<file path="config.mk">
export PLATFORM = sky130hd
export DESIGN_NAME = ecs_top
export DESIGN_NICKNAME = d
export VERILOG_FILES = /design/src/core/ecs_pkg.sv /design/src/core/ecs_stream_if.sv /design/src/core/ecs_top.sv /design/src/core/ecs_skid_buf.sv /design/src/core/ecs_classify.sv
export SDC_FILE = /design/constraint.sdc
export NUM_CORES = 1
export LEC_CHECK = 0
export ABC_AREA = 1
export ABC_CLOCK_PERIOD_IN_PS = 4610
export BUFFER_PORTS_ARGS = -buffer_cell sky130_fd_sc_hd__buf_4
export CORE_AREA = 2 2 154 156
export CTS_CLUSTER_SIZE = 8
export DETAILED_ROUTE_END_ITERATION = 16
export DIE_AREA = 0 0 156 158
export MAX_ROUTING_LAYER = met4
export PLACE_DENSITY = 0.72
export SYNTH_ARGS = -nofsm -noshare
export SYNTH_HDL_FRONTEND = slang
export SYNTH_SLANG_ARGS = --single-unit
</file>
<file path="constraint.sdc">
create_clock -name pclk -period 4.61 [get_ports pclk]
set_input_delay 0.461 -clock pclk [delete_from_list [all_inputs] [get_ports pclk]]
set_output_delay 0.461 -clock pclk [all_outputs]
set_load 0.005 [all_outputs]
</file>
<file path="src/core/ecs_pkg.sv">
// Shared constants for the egress class scheduler.
// Assumes one egress port per instance and a 32-bit APB register bus.
`default_nettype none

package ecs_pkg;

    // ----------------------------------------------------------------
    // Sizes
    // ----------------------------------------------------------------
    localparam int NUM_CLASS = 7;
    localparam int NUM_PRIO  = 8;
    localparam int CLS_W     = 3;
    localparam int PRIO_W    = 3;
    localparam int QUOTA_W   = 4;
    localparam int ADDR_W    = 12;
    localparam int BUF_DEPTH = 2;

    // ----------------------------------------------------------------
    // Register byte offsets
    // ----------------------------------------------------------------
    localparam logic [ADDR_W-1:0] ADDR_CTRL     = 12'h000;
    localparam logic [ADDR_W-1:0] ADDR_QUOTA    = 12'h004;
    localparam logic [ADDR_W-1:0] ADDR_PRIO_MAP = 12'h008;
    localparam logic [ADDR_W-1:0] ADDR_FALLBACK = 12'h00c;
    localparam logic [ADDR_W-1:0] ADDR_STATUS   = 12'h010;
    localparam logic [ADDR_W-1:0] ADDR_CREDIT   = 12'h014;

    // ----------------------------------------------------------------
    // Field positions
    // ----------------------------------------------------------------
    localparam int CTRL_MODE_BIT = 0;
    localparam int STAT_CLS_LSB  = 8;
    localparam int STAT_BUSY_BIT = 12;

    // ----------------------------------------------------------------
    // Reset values
    // ----------------------------------------------------------------
    localparam logic [NUM_CLASS*QUOTA_W-1:0] QUOTA_RST    = 28'h7654321;
    localparam logic [NUM_PRIO*CLS_W-1:0]    PRIO_MAP_RST = 24'hdac642;
    localparam logic [PRIO_W-1:0]            FALLBACK_RST = 3'h0;

    // ----------------------------------------------------------------
    // Types
    // ----------------------------------------------------------------
    typedef enum logic {ECS_STRICT, ECS_WRR} ecs_mode_t;
    typedef enum logic [0:0] {ST_PICK, ST_SETTLE} ecs_state_t;

endpackage

`default_nettype wire

</file>
<file path="src/core/ecs_stream_if.sv">
// Valid/ready stream between the scheduler core and its output buffer.
// Assumes both ends sit on the same clock.
`default_nettype none

interface ecs_stream_if #(parameter int W = 8);
    logic         valid;
    logic         ready;
    logic [W-1:0] data;

    modport src (output valid, output data, input ready);
    modport snk (input valid, input data, output ready);
endinterface

`default_nettype wire

</file>
<file path="src/core/ecs_top.sv">
// Egress class scheduler top: APB registers, classifier, class picker.
// Assumes external class queues show a head word and pop on a pulse.
//
// Behaviour
// - One mode bit selects strict or weighted fair scheduling.
// - Strict mode always serves the highest non-empty class first.
// - Weighted mode shares grants by weighted round-robin.
// - Each class has a 0 to 15 packet quota per round.
// - A zero quota makes that class strict in weighted mode.
// - Weighted classes are served only when all strict classes are empty.
// - A strict class is served at once until empty; round then resumes.
// - Ties are broken by fixed class order, higher index first.
// - Classes 0..6 each have a quota and a mode status bit.
// - The port holds a fallback priority 0..7.
// - A table maps each priority to one class.
// - Table resets to 2,0,1,3,4,5,6,6 for priorities 0..7.
// - Class 6 is the highest precedence, class 0 the lowest.
//
// Local design decisions: the address map and the APB register port.
`default_nettype none

module ecs_top
    import ecs_pkg::*;
#(
    parameter int DATA_W = 16
) (
    // APB clock and reset
    input  wire logic                        pclk,
    input  wire logic                        presetn,
    // APB slave
    input  wire logic                        psel,
    input  wire logic                        penable,
    input  wire logic                        pwrite,
    input  wire logic [ADDR_W-1:0]           paddr,
    input  wire logic [31:0]                 pwdata,
    output var  logic [31:0]                 prdata,
    output var  logic                        pready,
    output var  logic                        pslverr,
    // Received packet tag
    input  wire logic                        rx_valid,
    input  wire logic                        rx_tagged,
    input  wire logic [PRIO_W-1:0]           rx_priority,
    // Class queue selection for arriving packets
    output var  logic                        enq_valid,
    output var  logic [PRIO_W-1:0]           enq_priority,
    output var  logic [CLS_W-1:0]            enq_class,
    // Class queue heads
    input  wire logic [NUM_CLASS-1:0]        q_valid,
    input  wire logic [NUM_CLASS*DATA_W-1:0] q_data,
    output var  logic [NUM_CLASS-1:0]        q_pop,
    // Port transmitter
    output var  logic                        tx_valid,
    input  wire logic                        tx_ready,
    output var  logic [CLS_W-1:0]            tx_class,
    output var  logic [DATA_W-1:0]           tx_data
);

    // ----------------------------------------------------------------
    // Elaboration checks
    // ----------------------------------------------------------------
    // Head word must not be empty
    if (DATA_W < 1) begin : g_bad_data_w
        $error("ecs_top: DATA_W must be at least 1");
    end

    // Class and priority codes must fit their fields
    if (NUM_CLASS > (1 << CLS_W) ||
        NUM_PRIO > (1 << PRIO_W)) begin : g_bad_codes
        $error("ecs_top: class or priority field too narrow");
    end

    // Quota and map tables must fit one register word
    if (NUM_CLASS * QUOTA_W > 32 ||
        NUM_PRIO * CLS_W > 32) begin : g_bad_tables
        $error("ecs_top: table wider than a register");
    end

    // ----------------------------------------------------------------
    // Configuration and state
    // ----------------------------------------------------------------
    ecs_mode_t                      mode;
    logic [NUM_CLASS*QUOTA_W-1:0]   quota;
    logic [NUM_PRIO*CLS_W-1:0]      priority_to_class_table;
    logic [PRIO_W-1:0]              port_fallback_priority;
    logic [NUM_CLASS*QUOTA_W-1:0]   credit;
    logic [CLS_W-1:0]               last_class;
    ecs_state_t                     state;

    // Picker and bus working signals
    logic [NUM_CLASS-1:0] weighted;
    logic [NUM_CLASS-1:0] strict_set;
    logic [NUM_CLASS-1:0] sreq;
    logic [NUM_CLASS-1:0] wreq;
    logic [NUM_CLASS-1:0] creq;
    logic [CLS_W-1:0]     pick;
    logic                 reload;
    logic                 go;
    logic                 wr_en;
    logic [31:0]          rd_val;
    logic                 rd_hit;

    // Streams into and out of the output buffer
    ecs_stream_if #(.W(CLS_W + DATA_W)) buf_in ();
    ecs_stream_if #(.W(CLS_W + DATA_W)) buf_out ();

    // Highest set index wins
    function automatic logic [CLS_W-1:0] top_idx(
        input logic [NUM_CLASS-1:0] v
    );
        logic [CLS_W-1:0] r;
        r = '0;
        for (int i = 0; i < NUM_CLASS; i++) begin
            if (v[i]) begin
                r = CLS_W'(i);
            end
        end
        return r;
    endfunction

    // ----------------------------------------------------------------
    // APB slave
    // ----------------------------------------------------------------
    // Write lands on the completing access edge only
    assign wr_en = psel & penable & pready & pwrite;

    // Read mux for the register map
    always_comb begin
        rd_val = '0;
        rd_hit = 1'b1;
        case (paddr)
            ADDR_CTRL:     rd_val[CTRL_MODE_BIT] = (mode == ECS_WRR);
            ADDR_QUOTA:    rd_val[NUM_CLASS*QUOTA_W-1:0] = quota;
            ADDR_PRIO_MAP: begin
                rd_val[NUM_PRIO*CLS_W-1:0] = priority_to_class_table;
            end
            ADDR_FALLBACK: rd_val[PRIO_W-1:0] = port_fallback_priority;
            ADDR_STATUS: begin
                rd_val[NUM_CLASS-1:0] = strict_set;
                rd_val[STAT_CLS_LSB +: CLS_W] = last_class;
                rd_val[STAT_BUSY_BIT] = |q_valid;
            end
            ADDR_CREDIT:   rd_val[NUM_CLASS*QUOTA_W-1:0] = credit;
            default:       rd_hit = 1'b0;
        endcase
    end

    // No wait state: answer prepared in the setup cycle
    always_ff @(posedge pclk or negedge presetn) begin
        if (!presetn) begin
            pready  <= 1'b0;
            prdata  <= '0;
            pslverr <= 1'b0;
        end else begin
            pready  <= psel & ~penable;
            prdata  <= (psel & ~penable & ~pwrite) ? rd_val : '0;
            pslverr <= psel & ~penable & ~rd_hit;
        end
    end

    // Writable configuration registers
    always_ff @(posedge pclk or negedge presetn) begin
        if (!presetn) begin
            mode                    <= ECS_STRICT;
            quota                   <= QUOTA_RST;
            priority_to_class_table <= PRIO_MAP_RST;
            port_fallback_priority  <= FALLBACK_RST;
        end else if (wr_en) begin
            case (paddr)
                ADDR_CTRL: begin
                    if (pwdata[CTRL_MODE_BIT]) begin
                        mode <= ECS_WRR;
                    end else begin
                        mode <= ECS_STRICT;
                    end
                end
                ADDR_QUOTA:    quota <= pwdata[NUM_CLASS*QUOTA_W-1:0];
                ADDR_PRIO_MAP: begin
                    priority_to_class_table <= pwdata[NUM_PRIO*CLS_W-1:0];
                end
                ADDR_FALLBACK: begin
                    port_fallback_priority <= pwdata[PRIO_W-1:0];
                end
                default: ;
            endcase
        end
    end

    // ----------------------------------------------------------------
    // Ingress classification
    // ----------------------------------------------------------------
    ecs_classify u_classify (
        .clk                     (pclk),
        .rst_n                   (presetn),
        .port_fallback_priority  (port_fallback_priority),
        .priority_to_class_table (priority_to_class_table),
        .rx_valid                (rx_valid),
        .rx_tagged               (rx_tagged),
        .rx_priority             (rx_priority),
        .enq_valid               (enq_valid),
        .enq_priority            (enq_priority),
        .enq_class               (enq_class)
    );

    // ----------------------------------------------------------------
    // Class picker
    // ----------------------------------------------------------------
    // Zero quota, or strict mode, puts a class in the strict set
    always_comb begin
        for (int i = 0; i < NUM_CLASS; i++) begin
            weighted[i] = (mode == ECS_WRR) &&
                          (quota[i*QUOTA_W +: QUOTA_W] != '0);
        end
    end

    // Requests split into strict and weighted sets
    assign strict_set = ~weighted;
    assign sreq = q_valid & strict_set;
    assign wreq = q_valid & weighted;

    // Weighted requesters that still hold round credit
    always_comb begin
        for (int i = 0; i < NUM_CLASS; i++) begin
            creq[i] = wreq[i] && (credit[i*QUOTA_W +: QUOTA_W] != '0);
        end
    end

    // Strict first, then classes with credit, else start a new round
    always_comb begin
        reload = 1'b0;
        if (|sreq) begin
            pick = top_idx(sreq);
        end else if (|creq) begin
            pick = top_idx(creq);
        end else begin
            pick   = top_idx(wreq);
            reload = 1'b1;
        end
    end

    // Grant when idle, a queue waits and the buffer has room
    assign go = (state == ST_PICK) && (|q_valid) && buf_in.ready;

    // Grant then one settle cycle so the queue can retire its head
    always_ff @(posedge pclk or negedge presetn) begin
        if (!presetn) begin
            state <= ST_PICK;
        end else begin
            case (state)
                ST_PICK:   state <= go ? ST_SETTLE : ST_PICK;
                ST_SETTLE: state <= ST_PICK;
                default:   state <= ST_PICK;
            endcase
        end
    end

    // One-hot pop pulse toward the class queues
    always_ff @(posedge pclk or negedge presetn) begin
        if (!presetn) begin
            q_pop      <= '0;
            last_class <= '0;
        end else begin
            q_pop <= '0;
            if (go) begin
                q_pop[pick] <= 1'b1;
                last_class  <= pick;
            end
        end
    end

    // Per-class round credits, spent one per weighted grant
    always_ff @(posedge pclk or negedge presetn) begin
        if (!presetn) begin
            credit <= QUOTA_RST;
        end else if (go && weighted[pick]) begin
            if (reload) begin
                credit <= quota;
                credit[pick*QUOTA_W +: QUOTA_W] <=
                    quota[pick*QUOTA_W +: QUOTA_W] - 1'b1;
            end else begin
                credit[pick*QUOTA_W +: QUOTA_W] <=
                    credit[pick*QUOTA_W +: QUOTA_W] - 1'b1;
            end
        end
    end

    // ----------------------------------------------------------------
    // Output buffer toward the transmitter
    // ----------------------------------------------------------------
    // Granted head word with its class into the buffer
    assign buf_in.valid  = go;
    assign buf_in.data   = {pick, q_data[pick*DATA_W +: DATA_W]};
    assign buf_out.ready = tx_ready;

    // Two-entry buffer absorbs transmitter stalls
    ecs_skid_buf #(.W(CLS_W + DATA_W)) u_buf (
        .clk   (pclk),
        .rst_n (presetn),
        .in_s  (buf_in),
        .out_s (buf_out)
    );

    // Transmitter side, straight from the buffer head flops
    assign tx_valid = buf_out.valid;
    assign tx_class = buf_out.data[DATA_W +: CLS_W];
    assign tx_data  = buf_out.data[DATA_W-1:0];

endmodule

`default_nettype wire

</file>
<file path="src/core/ecs_skid_buf.sv">
// Two-entry output buffer; head and spare registers, no loss on stall.
// Assumes a synchronous producer that honours in_s.ready.
`default_nettype none

module ecs_skid_buf
    import ecs_pkg::*;
#(
    parameter int W = 8
) (
    // Clock and reset
    input  wire logic  clk,
    input  wire logic  rst_n,
    // Streams
    ecs_stream_if.snk  in_s,
    ecs_stream_if.src  out_s
);

    // Only a positive width and two entries are supported
    if (W < 1 || BUF_DEPTH != 2) begin : g_bad_cfg
        $error("ecs_skid_buf: unsupported width or depth");
    end

    logic [W-1:0] head;
    logic [W-1:0] spare;
    logic         head_v;
    logic         spare_v;
    logic         push;
    logic         pop;

    assign push        = in_s.valid & in_s.ready;
    assign pop         = out_s.valid & out_s.ready;
    assign in_s.ready  = ~spare_v;   // Full when spare holds a word
    assign out_s.valid = head_v;
    assign out_s.data  = head;

    // Head register, refilled from spare or input
    always_ff @(posedge clk or negedge rst_n) begin
        if (!rst_n) begin
            head_v <= 1'b0;
            head   <= '0;
        end else if (pop) begin
            if (spare_v) begin
                head <= spare;
            end else if (push) begin
                head <= in_s.data;
            end else begin
                head_v <= 1'b0;
            end
        end else if (push && !head_v) begin
            head_v <= 1'b1;
            head   <= in_s.data;
        end
    end

    // Spare register, catches a word while head is stalled
    always_ff @(posedge clk or negedge rst_n) begin
        if (!rst_n) begin
            spare_v <= 1'b0;
            spare   <= '0;
        end else if (pop && spare_v) begin
            spare_v <= 1'b0;
        end else if (push && head_v && !pop) begin
            spare_v <= 1'b1;
            spare   <= in_s.data;
        end
    end

endmodule

`default_nettype wire

</file>
<file path="src/core/ecs_classify.sv">
// Ingress classification: priority fallback then priority-to-class lookup.
// Assumes receive tags arrive as one-cycle strobes on the clock.
`default_nettype none

module ecs_classify
    import ecs_pkg::*;
(
    // Clock and reset
    input  wire logic                      clk,
    input  wire logic                      rst_n,
    // Configuration
    input  wire logic [PRIO_W-1:0]         port_fallback_priority,
    input  wire logic [NUM_PRIO*CLS_W-1:0] priority_to_class_table,
    // Received packet tag
    input  wire logic                      rx_valid,
    input  wire logic                      rx_tagged,
    input  wire logic [PRIO_W-1:0]         rx_priority,
    // Queue selection
    output var  logic                      enq_valid,
    output var  logic [PRIO_W-1:0]         enq_priority,
    output var  logic [CLS_W-1:0]          enq_class
);

    logic [PRIO_W-1:0] eff_prio;

    // Untagged packets take the port fallback
    assign eff_prio = rx_tagged ? rx_priority : port_fallback_priority;

    // Registered lookup of the egress class
    always_ff @(posedge clk or negedge rst_n) begin
        if (!rst_n) begin
            enq_valid    <= 1'b0;
            enq_priority <= '0;
            enq_class    <= '0;
        end else begin
            enq_valid    <= rx_valid;
            enq_priority <= eff_prio;
            enq_class    <= priority_to_class_table[eff_prio*CLS_W +: CLS_W];
        end
    end

endmodule

`default_nettype wire

</file>
# Word-level counts from Yosys, hierarchy flattened
# Cells that the tools add are included.
# totals
input_bits	174
rom_bits	0
n_memories	0
latchBits	0
ff_bits	172
output_inout_bits	68
mem_bits_rw	0
word_cells	163
# op_classes
reduce_logical	52
mux	55
eq_ne	8
add_sub_neg	3
div	0
order_cmp	2
bitwise_logic	17
n_shift	7
n_mul	1
# ops
operator	n
112-bit by 8-bit variable part select with 16-bit output	1
19-bit 2-to-1 mux	4
4-bit by 34-bit variable part select with 28-bit output	2
28-bit bitwise mux	2
28-bit 2-to-1 mux	2
4-bit nonzero test	14
28-bit by 6-bit variable part select with 4-bit output	2
3-bit 2-to-1 mux	18
5-bit negator with 34-bit output	1
4-bit by 34-bit variable shift with 28-bit output (first input constant)	1
11-bit one-hot mux with 3 select lines	1
12-bit by 4-bit equality test with 1-bit output (second input constant)	2
12-bit by 5-bit equality test with 1-bit output (second input constant)	2
24-bit by 6-bit variable part select with 3-bit output	1
1-bit logical AND	22
7-bit OR reduction	3
1-bit 2-to-1 mux	16
4-bit one-hot mux with 4 select lines	1
7-bit bitwise AND	2
12-bit by 3-bit equality test with 1-bit output (second input constant)	1
12-bit zero test	1
3-bit one-hot mux with 4 select lines	1
2-bit AND reduction	6
2-bit one-hot mux with 5 select lines	1
other kinds (21)	38

# Depth between registers and ports, before layout
# depth
word_depth	17
ltp_mapped	26
mapped_depth_nobuf	26

# Hierarchy
# A second synthesis with hierarchy kept.
# hier_totals
hier_cells	1512
area_unflattened_um2	10921.7
# modules_own_cells
mod	area_each_um2	instances	seq_area_each_um2	cells_per_inst
ecs_top	8393.0	1	3171.8	1168
ecs_skid_buf	1893.1	1	1001.0	242
ecs_classify	635.6	1	175.2	102

# Worst setup path after synthesis
# Ideal clock, no wire load.
# synth_timing
path_kind	flip-flop to flip-flop
from	register quota[16]
to	register credit[15]
n_path_buf	4
setup_slack_ps	1162
setup_ps	125
arrival_time_ps	3323
stages_incl_launch_ff	23
period_less_slack_ps	3448
required_ps	4485
path_cell_list	dfstp_2 > nor2_1 > nand2_1 > nand2_1 > nand2_1 > nand2_2 > nor2_4 > nand2_4 > o21ai_2 > nand2_2 > buf_6 > buf_6 > buf_2 > buf_2 > ha_1 > ha_1 > nand2_1 > nor2_1 > inv_1 > a21oi_2 > inv_2 > a31oi_1 > a21oi_1
# synth_via
elab_chain_cells	14
elab_cells_between_ends	35
cone_classes	add/sub: 3; shift: 5; mux: 18; bitwise: 3; reduce/logical: 6
# synth_rtl
element	line	rtl
from (decl)	ecs_top.sv:82	logic [NUM_CLASS*QUOTA_W-1:0] quota;
from (signal assigned)	ecs_top.sv:176	ADDR_QUOTA: quota <= pwdata[NUM_CLASS*QUOTA_W-1:0];
4-bit nonzero test	ecs_top.sv:211	(quota[i*QUOTA_W +: QUOTA_W] != '0);
1-bit logical AND	ecs_top.sv:210	weighted[i] = (mode == ECS_WRR) &&
7-bit bitwise AND	ecs_top.sv:218	assign wreq = q_valid & weighted;
1-bit logical AND	ecs_top.sv:223	creq[i] = wreq[i] && (credit[i*QUOTA_W +: QUOTA_W] != '0);
3-bit 2-to-1 mux (3 in series)	ecs_top.sv:113	if (v[i]) begin
3-bit 2-to-1 mux	ecs_top.sv:232	end else if (|creq) begin
3-bit 2-to-1 mux	ecs_top.sv:230	if (|sreq) begin
28-bit by 6-bit variable part select with 4-bit output (on tied branches)	ecs_top.sv:281, ecs_top.sv:278	
4-bit by 1-bit subtractor with 4-bit output (on tied branches)	ecs_top.sv:281, ecs_top.sv:278	
4-bit by 34-bit variable part select with 28-bit output (on tied branches)	ecs_top.sv:280, ecs_top.sv:277	
28-bit bitwise mux (on tied branches)	ecs_top.sv:280, ecs_top.sv:277	
28-bit 2-to-1 mux	ecs_top.sv:275	if (reload) begin
to (signal assigned)	ecs_top.sv:276	credit <= quota;
to (signal, indexed assignment)	ecs_top.sv:277	credit[pick*QUOTA_W +: QUOTA_W] <=
to (signal, indexed assignment)	ecs_top.sv:280	credit[pick*QUOTA_W +: QUOTA_W] <=
to (decl)	ecs_top.sv:85	logic [NUM_CLASS*QUOTA_W-1:0] credit;
# Several ways; a longest one is shown, not always the timed one. The select of a mux whose other input is x is not followed.
# A chain may end at the register's enable or synchronous reset.

# Worst setup path in the final report
# layout_timing
from	register mode
to	register credit[18]
# layout_via
elab_chain_cells	16
elab_cells_between_ends	55
cone_classes	add/sub: 3; shift: 5; mux: 27; bitwise: 3; reduce/logical: 17
# layout_rtl
element	line	rtl
from (decl)	ecs_top.sv:81	ecs_mode_t mode;
from (signal assigned)	ecs_top.sv:163	mode <= ECS_STRICT;
from (signal assigned)	ecs_top.sv:171	mode <= ECS_WRR;
from (signal assigned)	ecs_top.sv:173	mode <= ECS_STRICT;
1-bit logical AND	ecs_top.sv:210	
7-bit bitwise AND	ecs_top.sv:218	
1-bit logical AND	ecs_top.sv:223	
1-bit 2-to-1 mux	ecs_top.sv:113	
3-bit 2-to-1 mux (5 in series)	ecs_top.sv:113	
3-bit 2-to-1 mux	ecs_top.sv:232	
3-bit 2-to-1 mux	ecs_top.sv:230	
28-bit by 6-bit variable part select with 4-bit output (on tied branches)	ecs_top.sv:281, ecs_top.sv:278	
4-bit by 1-bit subtractor with 4-bit output (on tied branches)	ecs_top.sv:281, ecs_top.sv:278	
4-bit by 34-bit variable part select with 28-bit output (on tied branches)	ecs_top.sv:280, ecs_top.sv:277	
28-bit bitwise mux (on tied branches)	ecs_top.sv:280, ecs_top.sv:277	
28-bit 2-to-1 mux	ecs_top.sv:275	
# Several ways; a longest one is shown, not always the timed one. The select of a mux whose other input is x is not followed.

==> reports/qor.csv <==
metric;value;unit
status;finished, final reports clean;
first-pass GRT wire length;56000;µm
post-cts gate resize count;0;
Die Y;158;µm
Final period util;90.3;%
sequential share of power;41.9;%
critical path required time;4.98;ns
worst slack, placed;0.602;ns
Syn-to-layout area delta;25.4;%
Worst-path clk slew;0.07;ns
Placement Rows;56;
antenna violations before repair;0;
placed cells;1867;
Max Root-Sink Buffers;2;
Cells after Synth;1386;
max cap viols;0;
Seq/Total Area, Yosys;42.5;%
synth unique cells;54;
hold buffers post-CTS;0;
top-count cell post-synth;nand2_1;
TritonCTS clock tree;built;
dpl cell area;12200;µm²
clock power share;30.7;%
Overflow after GRT;0;
RSZ-0062 raised after global routing;no;
IO Pins;242;
clk_lat worst skew;0.45;ns
Non-Filler Instances;1899;
Post-Syn Area per Cell;7.38;µm²
internal power;3.11;mW
Nets;1776;
VDD IR max;276;µV
Starting Density;44.4;%
Synth Flop Type;dfrtp_1;
H-tree depth;4;
All-Layer GR Usage;30.7;%
kind of critical path;reg2reg;
FF-to-FF path depth;18;
PwrDens;376;nW/µm²
sw frac;35.6;%
die area;24600;µm²
critical path launch point type;register;
met2 Usage GRT;47.8;%
top cell type's share of synthesized area;33.5;%
crit path DAT;4.53;ns
Synth area leader;dfrtp_1;
Die X;156;µm
maximum clock frequency;0.240;GHz
top area cells in the synthesized netlist;dfrtp_1 33%, nand2_1 13%, dfstp_2 9.0%, o21ai_0 6.8%, nor2_1 5.4%;
number of fill cells;2226;
leak pwr;6.08;nW
DR iter-0 viols;1136;
Hold Fails Final Rpt;0;
largest net degree at the start of global routing;109;
crit path time final;4.16;ns
Final Skew;0.0150;ns
DRC;0;
Async S/R FF share, synth;100;%
cts bufs inserted;17;
detailed-route via count;10800;
met1 Usage GRT;41.2;%
hpwl dp;27600;µm
Storage cell area;4350;µm²
mapped cell area;10200;µm²
HP Class;in2reg;
WHS Path Cells;1;
Yosys reg bits;172;
First-pass DRT Iterations;5;
diode count;0;
Slew Limit Fails;0;
root buf cell;clkbuf_16;
I/O Buffers;233;
cell area after layout;12800;µm²
area taken by multi-input logic gates;5070;µm²
final setup violating endpoints;0;
WL/cell;19.5;µm
Gate power share;27.4;%
Worst Path Max Fanout;22;
total negative slack;0;ns
number of global-route vias before repair;9974;
worst slew pin tran;0.957;ns
GRT busiest layer;met2;
share of post-route cells with drive strength above 1;24.9;%
Sw Pwr;1.72;mW
antenna-violating nets left;0;
clock sink total;172;
total wire length;37000;µm
number of flops mapped to enable cells by yosys;0;
postcts setup bufs;0;
most frequent cells after synthesis;358 x nand2_1, 148 x nor2_1, 140 x o21ai_0;
Syn. warnings;0;
core area;23100;µm²
Critical Path Sink Type;register;
met3 GRT Util;6.32;%
post-layout util;55.7;%
Worst Slack Setup Final;0.447;ns
relative slew slack;36.2;%
Vias/cell;5.69;
GP Congestion;0.970;
final timing paths:
check                      startpoint                    to  slack, ns
min reg2reg                     state                 state       0.47
min                          rx_valid  u_classify.enq_valid       0.12
max                              mode            credit[18]       0.45
min in group asynchronous     presetn            prdata[22]       0.15
max in group asynchronous     presetn            credit[14]       3.52
max reg2reg                      mode            credit[18]       0.45
state kept, by name, indices dropped and copies added (netlist names), 3 cells and up:
| name | cells |
|---|---|
| credit | 28 |
| last_class | 3 |
| port_fallback_priority | 3 |
| prdata | 28 |
| priority_to_class_table | 24 |
| q_pop | 7 |
| quota | 28 |
| u_buf.out_s.data | 19 |
| u_buf.spare | 19 |
| u_classify.enq_class | 3 |
| u_classify.enq_priority | 3 |
routing by layer:
| metal | up-vias | wire [µm] |
|---|---|---|
| met1 | 5178 | 15900 |
| met2 | 528 | 17400 |
| li1 | 5049 | - |
| met4 | 0 | 714 |
| met5 | - | 0 |
| met3 | 41 | 2910 |
power by group through the flow:
stage / clock network [mW] / logic, mW / registers (mW)
after floorplan: 0 / 0.728 / 1.96
after global placement: 0 / 1.28 / 2.03
after detailed placement: 0 / 1.30 / 2.04
after CTS: 1.49 / 1.31 / 2.01
after global routing: 1.56 / 1.47 / 2.04
final: 1.48 / 1.32 / 2.02
final cells by class:
cell class	instances	area share, %
repair buffers	260	15.3
clock inverters	14	1.34
flip-flops and latches	172	33.9
multi-input cells	1018	39.5
clock buffers	18	3.34
well taps	290	2.83
inverters	127	3.73
cells by family (layout without fill, tap and decap cells):
logic type	after synthesis	after routing	synth area share, %
AOI/OAI and AO/OA	319	319	18.3
DFF	172	172	42.5
and+or+nand+nor	687	687	29.9
other	1	4	0.0366
buffers and inverters	199	419	8.15
adders and majority gates	6	6	0.733
xor gates and xnor gates	2	2	0.428
metrics by stage:
stage / hold WS (ns) / total power [mW]
5_1_grt: 0.116 / 5.07
6_report: 0.123 / 4.83
4_1_cts: 0.120 / 4.82
2_1_floorplan: 0.165 / 2.69
3_3_place_gp: 0.462 / 3.31
3_5_place_dp: 0.467 / 3.34
worst max-delay path: stages (launching register included):
cell and delay (ns):
dfrtp_1 0.80, nand2_1 0.22, nand2_1 0.10, nand2_1 0.11
inv_2 0.07, nand2_2 0.08, nor2_4 0.14, nand3_2 0.32
nand2_2 0.34, inv_2 0.19, ha_1 0.49, inv_1 0.20
nand4_1 0.27, inv_1 0.16, o21ai_2 0.27, inv_2 0.09
nand2_1 0.07, a21oi_1 0.04, a21oi_1 0.12
cell usage in the layout, fill, tap and decap left out, types with 31 or more instances in the layout:
cell	synthesis	final
nand4_1	38	38
o21ai_0	140	140
a21oi_1	66	66
nand2_1	358	358
a22oi_1	31	31
nand3_1	83	83
inv_1	110	110
nor2_1	148	148
dfrtp_1	137	137
dfstp_2	35	35
buf_4	7	258
Power figures use the tool's default switching activity.
